[config.mk]
export PLATFORM = sky130hd
export DESIGN_NAME = rate_scaler
export DESIGN_NICKNAME = d
export VERILOG_FILES = /design/src/hdl/rate_pkg.sv /design/src/hdl/entry_if.sv /design/src/hdl/rate_scaler.sv /design/src/hdl/digit_entry.sv
export SDC_FILE = /design/constraint.sdc
export NUM_CORES = 2
export LEC_CHECK = 0
export BUFFER_PORTS_ARGS = -buffer_cell sky130_fd_sc_hd__buf_2
export CAP_MARGIN = 10
export CORE_MARGIN = 2
export CORE_UTILIZATION = 71
export DETAILED_ROUTE_END_ITERATION = 8
export PLACE_DENSITY = 0.89
export RECOVER_POWER = 25
export SLEW_MARGIN = 20
export SYNTH_ARGS = -nofsm -noshare
export SYNTH_HDL_FRONTEND = slang
export SYNTH_SLANG_ARGS = --single-unit
[constraint.sdc]
create_clock -name clock_in -period 38.4 [get_ports clock_in]
set_input_delay 7.68 -clock clock_in [delete_from_list [all_inputs] [get_ports clock_in]]
set_output_delay 7.68 -clock clock_in [all_outputs]
set_load 0.1 [all_outputs]
[src/hdl/rate_pkg.sv]
// constants, register map and types of the rate averaging block
package rate_pkg;
    localparam int AW = 8;
    localparam int DW = 32;
    localparam int VAL_W = 20;
    localparam int FRAC = 16;
    localparam int DIGITS = 6;

    // register byte offsets
    localparam logic [7:0] OFF_CTRL = 8'h00;
    localparam logic [7:0] OFF_DP = 8'h04;
    localparam logic [7:0] OFF_OFFSET = 8'h08;
    localparam logic [7:0] OFF_SP0 = 8'h0c;
    localparam logic [7:0] OFF_STATUS = 8'h14;
    localparam logic [7:0] OFF_MASK = 8'h18;
    localparam logic [7:0] OFF_AVG = 8'h1c;
    localparam logic [7:0] OFF_OUT = 8'h20;
    localparam logic [7:0] OFF_SLOPE = 8'h24;
    localparam logic [7:0] OFF_ICPT = 8'h28;
    localparam logic [7:0] OFF_WORK = 8'h2c;
    localparam int N_SP = 2;

    // control fields: {filter_type_sel, a, b, c, d}
    localparam int CTRL_CODE_LSB = 0;
    localparam int CTRL_FTYPE_BIT = 4;
    localparam logic [4:0] CTRL_RST = 5'h01;
    localparam logic [3:0] AVG_BASE_K = 4'h7;
    localparam logic [3:0] AVG_MAX_K = 4'hf;

    // adaptive filter tuning
    localparam logic [1:0] TREND_RUN = 2'h3;
    localparam logic [3:0] CALM_RUN = 4'h8;
    localparam logic [23:0] ADAPT_THRESH = 24'h000010;

    // factory calibration, output in microamps
    localparam logic [19:0] DEF_READ1 = 20'h00000;
    localparam logic [19:0] DEF_OUT1 = 20'h00fa0;
    localparam logic [19:0] DEF_READ2 = 20'h02710;
    localparam logic [19:0] DEF_OUT2 = 20'h04e20;
    localparam logic signed [31:0] SLOPE_RST = 32'(
        (longint'(DEF_OUT2 - DEF_OUT1) <<< FRAC)
        / longint'(DEF_READ2 - DEF_READ1));
    localparam logic signed [39:0] ICPT_RST = 40'(
        (longint'(DEF_OUT1) <<< FRAC)
        - longint'(SLOPE_RST) * longint'(DEF_READ1));

    localparam logic [2:0] DP_RST = 3'h0;
    localparam logic [2:0] DP_MAX = 3'h5;
    localparam logic [19:0] OFFSET_RST = 20'h00000;
    localparam logic [19:0] SP_RST = 20'h00000;

    // status bits
    localparam int ST_AVG = 0;
    localparam int ST_SP_CLAMP = 1;
    localparam int ST_OFS_ERR = 2;
    localparam int ST_CAL_DONE = 3;
    localparam int ST_CAL_ERR = 4;
    localparam int ST_W = 5;

    localparam int NUM_W = 36;
    localparam logic [5:0] DIV_STEPS = 6'h24;

    // digit flash half period
    localparam int FLASH_HALF_MS = 250;
    localparam int CLK_MHZ = 200;
    localparam int FLASH_CYCLES = FLASH_HALF_MS * 1000 * CLK_MHZ;

    typedef enum logic [5:0] {
        CAL_READ1 = 6'b000001,
        CAL_OUT1 = 6'b000010,
        CAL_READ2 = 6'b000100,
        CAL_OUT2 = 6'b001000,
        CAL_DIV = 6'b010000,
        CAL_ICPT = 6'b100000
    } cal_state_t;

    // largest whole value with dp places taken from five digits
    function automatic logic [19:0] dp_limit(input logic [2:0] dp);
        case (dp)
            3'h0: dp_limit = 20'h1869f;
            3'h1: dp_limit = 20'h0270f;
            3'h2: dp_limit = 20'h003e7;
            3'h3: dp_limit = 20'h00063;
            3'h4: dp_limit = 20'h00009;
            default: dp_limit = 20'h00000;
        endcase
    endfunction
endpackage

[src/hdl/entry_if.sv]
// keypad digit entry signals between the editor and its owner
`timescale 1ns/1ps
interface entry_if;
    logic up;
    logic right;
    logic menu;
    logic store;
    logic [2:0] digit_idx;
    logic flash;
    logic [19:0] value;
    modport editor(input up, right, menu,
                   output store, digit_idx, flash, value);
    modport owner(output up, right, menu,
                  input store, digit_idx, flash, value);
endinterface

[src/hdl/rate_scaler.sv]
// rate running average, offset, decimal point checks and output line
//
// The register addresses and the plain strobed port are this design's own decisions.
`timescale 1ns/1ps
module rate_scaler
    import rate_pkg::*;
#(
    parameter int unsigned FLASH_LEN = FLASH_CYCLES
) (
    input wire logic clock_in,
    input wire logic reset_n_in,
    input wire logic [7:0] addr_in,
    input wire logic [31:0] wdata_in,
    input wire logic wr_in,
    input wire logic rd_in,
    output logic [31:0] rdata_out,
    input wire logic [19:0] rate_in,
    input wire logic rate_valid_in,
    input wire logic key_up_in,
    input wire logic key_right_in,
    input wire logic key_menu_in,
    output logic [2:0] flash_digit_out,
    output logic flash_on_out,
    output logic [5:0] cal_step_out,
    output logic [19:0] averaged_rate_out,
    output logic [20:0] rate_display_out,
    output logic signed [20:0] analog_out,
    output logic irq_out
);
    logic rst_meta_q;
    logic rst_sync_q;
    wire logic rst_n = rst_sync_q;

    always_ff @(posedge clock_in or negedge reset_n_in) begin
        if (!reset_n_in) begin
            rst_meta_q <= 1'b0;
            rst_sync_q <= 1'b0;
        end else begin
            rst_meta_q <= 1'b1;
            rst_sync_q <= rst_meta_q;
        end
    end

    // register file
    logic [4:0] average_config_q;
    logic [2:0] rate_decimal_position_q;
    logic [19:0] rate_offset_q;
    logic [19:0] sp_q [N_SP];
    logic [ST_W-1:0] status_q;
    logic [ST_W-1:0] mask_q;
    logic [31:0] rdata_q;
    logic [ST_W-1:0] ev;

    wire logic wr_ctrl = wr_in && addr_in == OFF_CTRL;
    wire logic wr_dp = wr_in && addr_in == OFF_DP;
    wire logic wr_ofs = wr_in && addr_in == OFF_OFFSET;
    wire logic wr_st = wr_in && addr_in == OFF_STATUS;
    wire logic wr_mask = wr_in && addr_in == OFF_MASK;
    wire logic [2:0] dp_new = wdata_in[2:0];
    wire logic [19:0] lim_new = dp_limit(dp_new);
    wire logic ofs_fits = rate_offset_q <= lim_new;
    wire logic dp_ok = wr_dp && dp_new <= DP_MAX && ofs_fits;
    wire logic dp_refused = wr_dp && !dp_ok;
    wire logic filter_type_sel = average_config_q[CTRL_FTYPE_BIT];
    wire logic [3:0] avg_code = average_config_q[CTRL_CODE_LSB +: 4];
    logic [N_SP-1:0] sp_over;

    always_ff @(posedge clock_in or negedge rst_n) begin
        if (!rst_n) begin
            average_config_q <= CTRL_RST;
            rate_decimal_position_q <= DP_RST;
            rate_offset_q <= OFFSET_RST;
            mask_q <= '0;
        end else begin
            if (wr_ctrl) average_config_q <= wdata_in[4:0];
            if (dp_ok) rate_decimal_position_q <= dp_new;
            if (wr_ofs) rate_offset_q <= wdata_in[19:0];
            if (wr_mask) mask_q <= wdata_in[ST_W-1:0];
        end
    end

    genvar g;
    generate
        for (g = 0; g < N_SP; g++) begin : g_sp
            assign sp_over[g] = sp_q[g] > lim_new;
            always_ff @(posedge clock_in or negedge rst_n) begin
                if (!rst_n) begin
                    sp_q[g] <= SP_RST;
                end else if (dp_ok && sp_over[g]) begin
                    sp_q[g] <= lim_new;
                end else if (wr_in && addr_in == OFF_SP0 + 8'(4 * g)) begin
                    sp_q[g] <= wdata_in[19:0];
                end
            end
        end
    endgenerate

    // a hardware event in the clearing cycle keeps its bit set
    always_ff @(posedge clock_in or negedge rst_n) begin
        if (!rst_n) begin
            status_q <= '0;
        end else begin
            status_q <= (status_q & ~(wr_st ? wdata_in[ST_W-1:0] : '0)) | ev;
        end
    end

    // running average, Q16 accumulator
    logic signed [39:0] acc_q;
    logic [3:0] work_k_q;
    logic [1:0] trend_q;
    logic [3:0] calm_q;
    logic last_neg_q;

    wire logic [3:0] max_k = (avg_code > 4'h8) ? AVG_MAX_K
                                               : avg_code + AVG_BASE_K;
    wire logic [3:0] eff_k = filter_type_sel ? max_k : work_k_q;
    wire logic signed [39:0] x_ext = $signed({4'h0, rate_in, 16'h0000});
    wire logic signed [39:0] diff = x_ext - acc_q;
    wire logic signed [39:0] acc_d = acc_q + (diff >>> eff_k);
    wire logic [39:0] diff_abs = diff[39] ? 40'(-diff) : 40'(diff);
    wire logic big = diff_abs[39:16] > ADAPT_THRESH;
    wire logic same = big && diff[39] == last_neg_q && trend_q != 2'h0;
    wire logic [1:0] trend_inc = same ? trend_q + 2'h1 : {1'b0, big};
    wire logic shrink = trend_inc == TREND_RUN && work_k_q != 4'h0;
    wire logic grow = !big && calm_q == CALM_RUN - 4'h1 && work_k_q < max_k;
    wire logic [19:0] avg_val = acc_q[35:16];
    logic [3:0] work_k_d;

    always_comb begin
        work_k_d = work_k_q;
        if (rate_valid_in && !filter_type_sel) begin
            if (shrink) work_k_d = work_k_q - 4'h1;
            else if (grow) work_k_d = work_k_q + 4'h1;
        end
        if (work_k_d > max_k) work_k_d = max_k;
    end

    always_ff @(posedge clock_in or negedge rst_n) begin
        if (!rst_n) begin
            acc_q <= '0;
            work_k_q <= 4'h0;
            trend_q <= 2'h0;
            calm_q <= 4'h0;
            last_neg_q <= 1'b0;
        end else begin
            work_k_q <= work_k_d;
            if (rate_valid_in) begin
                acc_q <= acc_d;
                trend_q <= shrink ? 2'h0 : trend_inc;
                calm_q <= (big || grow) ? 4'h0 : calm_q + 4'h1;
                last_neg_q <= diff[39];
            end
        end
    end

    // offset on the averaged rate, feeding both the display and the output line
    wire logic [20:0] disp = {1'b0, avg_val} + {1'b0, rate_offset_q};

    // keypad entry of the two calibration points
    entry_if ent ();
    assign ent.up = key_up_in;
    assign ent.right = key_right_in;
    assign ent.menu = key_menu_in;

    digit_entry #(.FLASH_LEN(FLASH_LEN)) u_entry (
        .clk(clock_in),
        .rst_n(rst_n),
        .e(ent)
    );

    cal_state_t cal_q;
    logic [19:0] read_tmp_q;
    logic [19:0] read1_q;
    logic [19:0] out1_q;
    logic [19:0] read2_q;
    logic [19:0] out2_q;
    logic [NUM_W-1:0] num_q;
    logic [NUM_W-1:0] quo_q;
    logic [20:0] rem_q;
    logic [19:0] den_q;
    logic neg_q;
    logic [5:0] cnt_q;
    logic div_run_q;
    logic signed [31:0] slope_q;
    logic signed [39:0] icpt_q;

    wire logic signed [20:0] d_out = $signed({1'b0, out2_q})
                                   - $signed({1'b0, out1_q});
    wire logic signed [20:0] d_read = $signed({1'b0, read2_q})
                                    - $signed({1'b0, read1_q});
    wire logic [20:0] d_out_abs = d_out[20] ? 21'(-d_out) : 21'(d_out);
    wire logic [20:0] d_read_abs = d_read[20] ? 21'(-d_read) : 21'(d_read);
    wire logic [20:0] rem_sh = {rem_q[19:0], num_q[NUM_W-1]};
    wire logic rem_ge = rem_sh >= {1'b0, den_q};
    wire logic div_zero = den_q == 20'h0;
    wire logic signed [31:0] slope_new = div_zero ? 32'sh0
        : (neg_q ? 32'(-$signed({1'b0, quo_q[30:0]}))
                 : $signed({1'b0, quo_q[30:0]}));
    wire logic signed [52:0] icpt_prod = slope_new * $signed({1'b0, read1_q});
    wire logic signed [39:0] icpt_new = $signed({4'h0, out1_q, 16'h0000})
                                      - icpt_prod[39:0];

    always_ff @(posedge clock_in or negedge rst_n) begin
        if (!rst_n) begin
            cal_q <= CAL_READ1;
            read_tmp_q <= 20'h0;
            read1_q <= DEF_READ1;
            out1_q <= DEF_OUT1;
            read2_q <= DEF_READ2;
            out2_q <= DEF_OUT2;
        end else begin
            case (cal_q)
                CAL_READ1: if (ent.store) begin
                    read_tmp_q <= ent.value;
                    cal_q <= CAL_OUT1;
                end
                CAL_OUT1: if (ent.store) begin
                    read1_q <= read_tmp_q;
                    out1_q <= ent.value;
                    cal_q <= CAL_READ2;
                end
                CAL_READ2: if (ent.store) begin
                    read_tmp_q <= ent.value;
                    cal_q <= CAL_OUT2;
                end
                CAL_OUT2: if (ent.store) begin
                    read2_q <= read_tmp_q;
                    out2_q <= ent.value;
                    cal_q <= CAL_DIV;
                end
                CAL_DIV: if (cnt_q == DIV_STEPS) cal_q <= CAL_ICPT;
                CAL_ICPT: cal_q <= CAL_READ1;
                default: cal_q <= CAL_READ1;
            endcase
        end
    end

    // restoring divider; reloads in its first cycle, once the points commit
    always_ff @(posedge clock_in or negedge rst_n) begin
        if (!rst_n) begin
            num_q <= '0;
            quo_q <= '0;
            rem_q <= '0;
            den_q <= '0;
            neg_q <= 1'b0;
            cnt_q <= 6'h0;
            div_run_q <= 1'b0;
        end else if (cal_q != CAL_DIV || !div_run_q) begin
            num_q <= {d_out_abs[19:0], 16'h0000};
            den_q <= d_read_abs[19:0];
            neg_q <= d_out[20] ^ d_read[20];
            quo_q <= '0;
            rem_q <= '0;
            cnt_q <= 6'h0;
            div_run_q <= cal_q == CAL_DIV;
        end else if (cnt_q != DIV_STEPS) begin
            num_q <= num_q << 1;
            rem_q <= rem_ge ? rem_sh - {1'b0, den_q} : rem_sh;
            quo_q <= {quo_q[NUM_W-2:0], rem_ge};
            cnt_q <= cnt_q + 6'h1;
        end
    end

    always_ff @(posedge clock_in or negedge rst_n) begin
        if (!rst_n) begin
            slope_q <= SLOPE_RST;
            icpt_q <= ICPT_RST;
        end else if (cal_q == CAL_ICPT) begin
            slope_q <= slope_new;
            icpt_q <= icpt_new;
        end
    end

    // output line, refreshed every cycle
    wire logic signed [53:0] line_prod = $signed({1'b0, disp}) * slope_q;
    wire logic signed [53:0] line_sum = line_prod + 54'(icpt_q);
    wire logic signed [53:0] line_val = line_sum >>> FRAC;
    logic signed [20:0] analog_q;

    always_ff @(posedge clock_in or negedge rst_n) begin
        if (!rst_n) begin
            analog_q <= '0;
        end else begin
            analog_q <= line_val[20:0];
        end
    end

    always_comb begin
        ev = '0;
        ev[ST_AVG] = rate_valid_in;
        ev[ST_SP_CLAMP] = dp_ok && (|sp_over);
        ev[ST_OFS_ERR] = dp_refused;
        ev[ST_CAL_DONE] = cal_q == CAL_ICPT;
        ev[ST_CAL_ERR] = cal_q == CAL_ICPT && div_zero;
    end

    wire logic [31:0] rd_mux =
        (addr_in == OFF_CTRL) ? {27'h0, average_config_q} :
        (addr_in == OFF_DP) ? {29'h0, rate_decimal_position_q} :
        (addr_in == OFF_OFFSET) ? {12'h0, rate_offset_q} :
        (addr_in == OFF_SP0) ? {12'h0, sp_q[0]} :
        (addr_in == OFF_SP0 + 8'h04) ? {12'h0, sp_q[1]} :
        (addr_in == OFF_STATUS) ? {27'h0, status_q} :
        (addr_in == OFF_MASK) ? {27'h0, mask_q} :
        (addr_in == OFF_AVG) ? {12'h0, avg_val} :
        (addr_in == OFF_OUT) ? 32'(analog_q) :
        (addr_in == OFF_SLOPE) ? slope_q :
        (addr_in == OFF_ICPT) ? icpt_q[39:8] :
        (addr_in == OFF_WORK) ? {28'h0, eff_k} : 32'h0;

    always_ff @(posedge clock_in or negedge rst_n) begin
        if (!rst_n) rdata_q <= 32'h0;
        else rdata_q <= rd_in ? rd_mux : 32'h0;
    end

    assign rdata_out = rdata_q;
    assign irq_out = |(status_q & mask_q);
    assign flash_digit_out = ent.digit_idx;
    assign flash_on_out = ent.flash;
    assign cal_step_out = cal_q;
    assign averaged_rate_out = avg_val;
    assign rate_display_out = disp;
    assign analog_out = analog_q;
endmodule

[src/hdl/digit_entry.sv]
// six digit numeric entry: flashing digit, increment, move, store
`timescale 1ns/1ps
module digit_entry
    import rate_pkg::*;
#(
    parameter int unsigned FLASH_LEN = FLASH_CYCLES
) (
    input wire logic clk,
    input wire logic rst_n,
    entry_if.editor e
);
    logic [3:0] dig_q [DIGITS];
    logic [2:0] idx_q;
    logic store_q;
    logic [19:0] value_q;
    logic [31:0] flash_cnt_q;
    logic flash_q;

    wire logic flash_wrap = flash_cnt_q == 32'(FLASH_LEN - 1);
    wire logic [2:0] idx_next = (idx_q == 3'(DIGITS - 1)) ? 3'h0
                                                         : idx_q + 3'h1;

    function automatic logic [19:0] to_bin(input logic [3:0] d [DIGITS]);
        logic [23:0] acc;
        acc = 24'h0;
        for (int i = 0; i < DIGITS; i++) begin
            acc = 24'(acc * 24'h00000a) + 24'(d[i]);
        end
        to_bin = acc[19:0];
    endfunction

    genvar g;
    generate
        for (g = 0; g < DIGITS; g++) begin : g_dig
            always_ff @(posedge clk or negedge rst_n) begin
                if (!rst_n) begin
                    dig_q[g] <= 4'h0;
                end else if (e.menu) begin
                    dig_q[g] <= 4'h0;
                end else if (e.up && idx_q == 3'(g)) begin
                    dig_q[g] <= (dig_q[g] == 4'h9) ? 4'h0 : dig_q[g] + 4'h1;
                end
            end
        end
    endgenerate

    always_ff @(posedge clk or negedge rst_n) begin
        if (!rst_n) begin
            idx_q <= 3'h0;
            store_q <= 1'b0;
            value_q <= 20'h0;
        end else begin
            store_q <= e.menu;
            if (e.menu) begin
                idx_q <= 3'h0;
                value_q <= to_bin(dig_q);
            end else if (e.right) begin
                idx_q <= idx_next;
            end
        end
    end

    // restart the blink on each move so the new digit shows at once
    always_ff @(posedge clk or negedge rst_n) begin
        if (!rst_n) begin
            flash_cnt_q <= 32'h0;
            flash_q <= 1'b1;
        end else if (e.right || e.menu || flash_wrap) begin
            flash_cnt_q <= 32'h0;
            flash_q <= (e.right || e.menu) ? 1'b1 : ~flash_q;
        end else begin
            flash_cnt_q <= flash_cnt_q + 32'h1;
        end
    end

    assign e.store = store_q;
    assign e.value = value_q;
    assign e.digit_idx = idx_q;
    assign e.flash = flash_q;
endmodule

* Word-level counts from Yosys, hierarchy flattened
Cells that the tools add are included.
Word-level totals: register bits 558, output and inout port bits 105
Operators by class: eq/ne operators 44, multiply operators 7, magnitude comparators 9, add/sub/neg operators 31, shift-type cells 1, muxes and demuxes 71, bitwise operators 6, reduce and logical (&&, ||, !) cells 57
Operators with widths (number):
- $mux W32 | 15
- $mux W20 | 9
- $mux W4 | 26
- $add A24 B4 Y24 | 4
- $pmux W17 S5 | 1
- $mul A24 B3 Y23 const B | 3
- $mux W36 | 2
- $mux W31 | 2
- $mux W6 | 7
- $sub A20 B20 Y21 | 2
- $add A40 B40 Y40 | 1
- $gt A20 B20 Y1 | 2
- $mul A32 B21 Y40 | 1
- $mux W40 | 1
- $neg A20 Y20 | 2
- $neg A40 Y40 | 1
- $sshr A40 B4 Y40 | 1
- $sub A36 B40 Y40 | 1
- $sub A37 B40 Y40 | 1
- $add A37 B37 Y37 | 1
- $mul A22 B32 Y37 | 1
- $add A32 B1 Y32 const B | 1
- $add A4 B1 Y4 const B | 8
- $eq A32 B26 Y1 const B | 1
- 61 further kinds | 132

* Longest topological paths before layout
depth in word-level cells 16, mapped depth 42, gate-level depth less buffers 41

* Hierarchy
From an unflattened synthesis, not the netlist that was laid out.
Unflattened totals: cell total of the unflattened synthesis 8558, area, all modules 74639.1 µm²
By module, submodules not included:
- rate_scaler | instances 1, cells each 7565, seq. area each 11577.4 µm², area each 66022.1 µm²
- digit_entry | instances 1, cells each 993, seq. area each 2028.2 µm², area each 8617.0 µm²

* Worst setup path before layout
Ideal clock, no wire load.
kind in2reg, from input rate_in[0], to register acc_q[36], data required time 38275 ps, library setup time 125 ps, setup slack 24780 ps, arrival time 13495 ps, cell stages on the path 28, path through ha_1 clkbuf_1 nand4b_1 or4_4 o211a_2 or3_1 nand2_1 nor2_1 a21oi_1 o21ai_0 a21oi_1 nor2_1 a21oi_1 ha_1 a21o_1 a21oi_1 nor3b_1 a21bo_2 a21bo_2 a2111oi_0 o21a_1 o31ai_1 o211ai_1 nand2_1 or4_1 a31oi_1 xnor2_1 mux2_2
On the way: longest elaborated chain between the ends 3
RTL lines:
- from (decl) | RTL line rate_scaler.sv:17 | input wire logic [19:0] rate_in,
- $sub A37 B40 Y40 | RTL line rate_scaler.sv:118 | wire logic signed [39:0] diff = x_ext - acc_q;
- $sshr A40 B4 Y40 | RTL line rate_scaler.sv:119 | wire logic signed [39:0] acc_d = acc_q + (diff >>> eff_k);
- $add A40 B40 Y40 | RTL line rate_scaler.sv:119
- to (signal assigned) | RTL line rate_scaler.sv:140 | acc_q <= '0;
- to (signal assigned) | RTL line rate_scaler.sv:148 | acc_q <= acc_d;
- to (decl) | RTL line rate_scaler.sv:108 | logic signed [39:0] acc_q;
No other way between the ends. A chain may end at the register's enable or synchronous reset.

* Worst setup path after layout
from input rate_in[1], to register acc_q[36]
Same word-level chain as after synthesis.

==> results_dict.tcl <==
set metrics [dict create \
    die_w_um 327 \
    dp_hpwl_um 162000 \
    syn2layout_area_growth_pct 5.69 \
    synth_fp_nets 10100 \
    ctsHoldBuffers 0 \
    synth_cell_types 100 \
    layout_commonest_cell "nand2_1" \
    grt_use_total_pct 41.1 \
    routedWlPerCell_um 22.0 \
    antenna_left 0 \
    drive_gt1_share_pct 7.28 \
    worst_ep_required_time_ns 38.92 \
    overflow 0 \
    fillerInstances 7000 \
    dp.cells 9709 \
    rsz0062_at_grt "false" \
    grt_pass1_vias 64900 \
    tightestPinTransition_ns 8.08 \
    clk_latency_ns 0.67 \
    ys.flop_type "dfrtp_1" \
    vias_per_cell 6.38 \
    clk_pin_slew_worst_paths_ns 0.06 \
    grt_pass1_wl_um 345000 \
    path_common_cell "a21oi_1" \
    drcViolationCount 0 \
    crit_path_start_kind "input pin" \
    cp_top_family "compound AO/OA/AOI/OAI gates" \
    drt_iter0_drc 7136 \
    ys_warn_count 0 \
    fmax_ghz 0.0705 \
    start_util_pct 71.6 \
    critPathBufInv 1 \
    htreeDepth 3 \
    clk_path_buf_depth 3 \
    finalSetupViolCount 0 \
    ys_seq_area_share_pct 18.3 \
    cap_violations 5 \
    routed_wl_um 216000 \
    syn_inst 8483 \
    violations "capacitance limit, slew limit" \
    slew_viol_final 386 \
    drt-pass1-iter-count 7 \
    coreArea_sq_um 104000 \
    stdcell_count 9829 \
    cts_sinks 542 \
    p_per_area_nw_per_um2 54.6 \
    cts_buffers 66 \
    layout.nets 10000 \
    outcome "complete, but fails checks" \
    root_buffer "clkbuf_16" \
    clock_skew_ns 0.0328 \
    die_area_sq_um 107000 \
    synth.ff_latch_count 542 \
    die_y_um 327 \
    cpPeakStageDelay_ns 0.67 \
    worstSetupPathType "in2reg" \
    grt_max_degree 159 \
    p_leak_nw 36.6 \
    final_util_pct 75.7 \
    hold_viol 0 \
    synth_area_leaders "fa_1 28%, dfrtp_1 17%, ha_1 9.4%" \
    gp_congestion 1.04 \
    io_pins 173 \
    synth_edf_count 0 \
    synthArstFlopShare_pct 100 \
    crit_arrival_ns 14.70 \
    fp-row-count 118 \
    cp_max_fo 6 \
    finalHoldWorstSlack_ns 0.350 \
    ff_latch_area_sq_um 13600 \
    io_buffers 160 \
    hp-class "reg2reg" \
    final_cell_mix "1,284 x nand2_1, 1,247 x inv_1, 1,020 x fa_1" \
    tns_ns 0 \
    ir_drop_uv 105 \
    worstSetupEndpointType "flop" \
    post_cts_buffers 0 \
    synth_top_area_cell "fa_1" \
    period_needed_ns 14.18 \
    cts_tree "yes" \
    vias 62700 \
    cpMaxStageDelayCell "a2111oi_0" \
    cts_resized 0 \
    syn_avg_cell_area_sq_um 8.75 \
    antenna_found_initial 6 \
    yosysTopAreaCellShare_pct 27.5 \
    slew_headroom_pct -439 \
    synth.cell_area_sq_um 74200 \
    multiInputGateArea_sq_um 54400 \
    fin_crit_sh_pct 36.9 \
]
-- per-layer routing --
| metal | vias to the layer above | part of all wire, % | track usage [%] |
|---|---|---|---|
| li1 | 27400 | - | - |
| met1 | 30500 | 36 | 52.1 |
| met4 | 10 | 7.0 | 23.2 |
| met2 | 3853 | 44 | 63.5 |
| met3 | 1011 | 13 | 12.0 |
| met5 | - | 0.030 | 0 |
-- layout make-up --
type                       count  share of cell area (%)
antenna                        3                 0.00957
clock buffer                  89                    2.35
clock inverter                26                   0.546
tap                         1380                    2.20
timing repair buffer         283                    2.20
multi-input combinational   6254                    69.4
sequential                   542                    17.3
inverter                    1252                    5.99
-- registers in the layout, indices dropped and copies added, names as in the netlist, 21 cells and up --
| register | flops |
|---|---|
| analog_out | 21 |
| sp_q | 40 |
| icpt_q | 40 |
| quo_q | 31 |
| u_entry.dig_q | 24 |
| slope_q | 32 |
| u_entry.flash_cnt_q | 32 |
| acc_q | 40 |
| rdata_out | 32 |
-- cell usage after synthesis, types with 42 or more instances --
cell type / n
dfrtp_1: 508
nor3_1: 338
xnor2_1: 247
o31ai_1: 71
nor2b_1: 47
and3_1: 44
xor2_1: 169
a31oi_1: 47
nand2_1: 1285
a221oi_1: 48
mux2i_1: 72
or3_1: 45
ha_1: 560
and2_1: 189
nand3_1: 108
fa_1: 1020
nor2_1: 426
a21o_1: 92
inv_1: 1247
a21oi_1: 376
mux2_2: 115
o21ai_0: 369
nand2b_1: 47
nand4_1: 42
clkbuf_1: 382
-- per-stage QoR --
step | total power (W) | instance area (sq um) | worst slack [ns]
after detailed placement | 0.00353 | 76100 | 23.81
final | 0.00428 | 78400 | 24.22
after floorplan | 0.00285 | 74200 | 22.23
after global placement | 0.00344 | 76100 | 23.88
after global routing | 0.00456 | 78400 | 23.48
after CTS | 0.00421 | 78400 | 24.41
-- report_power, final --
group          leakage [nW]  switching [W]  internal, W
Clock                  1.10       0.000277     0.000388
Sequential             7.07       0.000165     0.000688
Combinational          28.4        0.00179     0.000974
-- worst paths after layout --
path	startpoint	to	slack, ns	cells past startpoint
min in group asynchronous	rst_n$_DFF_PN0_	acc_q[11]$_DFFE_PN0P_	0.81	0
worst max-delay path	rate_in[1]	acc_q[36]$_DFFE_PN0P_	24.22	27
max in group asynchronous	rst_n$_DFF_PN0_	quo_q[29]$_DFFE_PN0P_	28.88	1
worst max register to register	acc_q[16]$_DFFE_PN0P_	analog_out[20]$_DFF_PN0_	25.64	40
worst min register to register	rst_meta_q$_DFF_PN0_	rst_n$_DFF_PN0_	0.35	0
worst min-delay path	rst_meta_q$_DFF_PN0_	rst_n$_DFF_PN0_	0.35	0
-- cells by family (layout without fill, tap and decap cells) --
kind of cell,Yosys count,count (layout),synth area share [%]
buffers and inverters,1687,1650,8.68
other,2,5,0.0101
adder cells (fa/ha/maj),1580,1580,37.0
XOR/XNOR,424,424,5.15
multiplexers,188,188,2.75
AO/OA/AOI/OAI,1341,1341,11.4
flip-flops,542,542,18.3
AND/OR/NAND/NOR,2719,2719,16.7
Power figures use the tool's default switching activity.
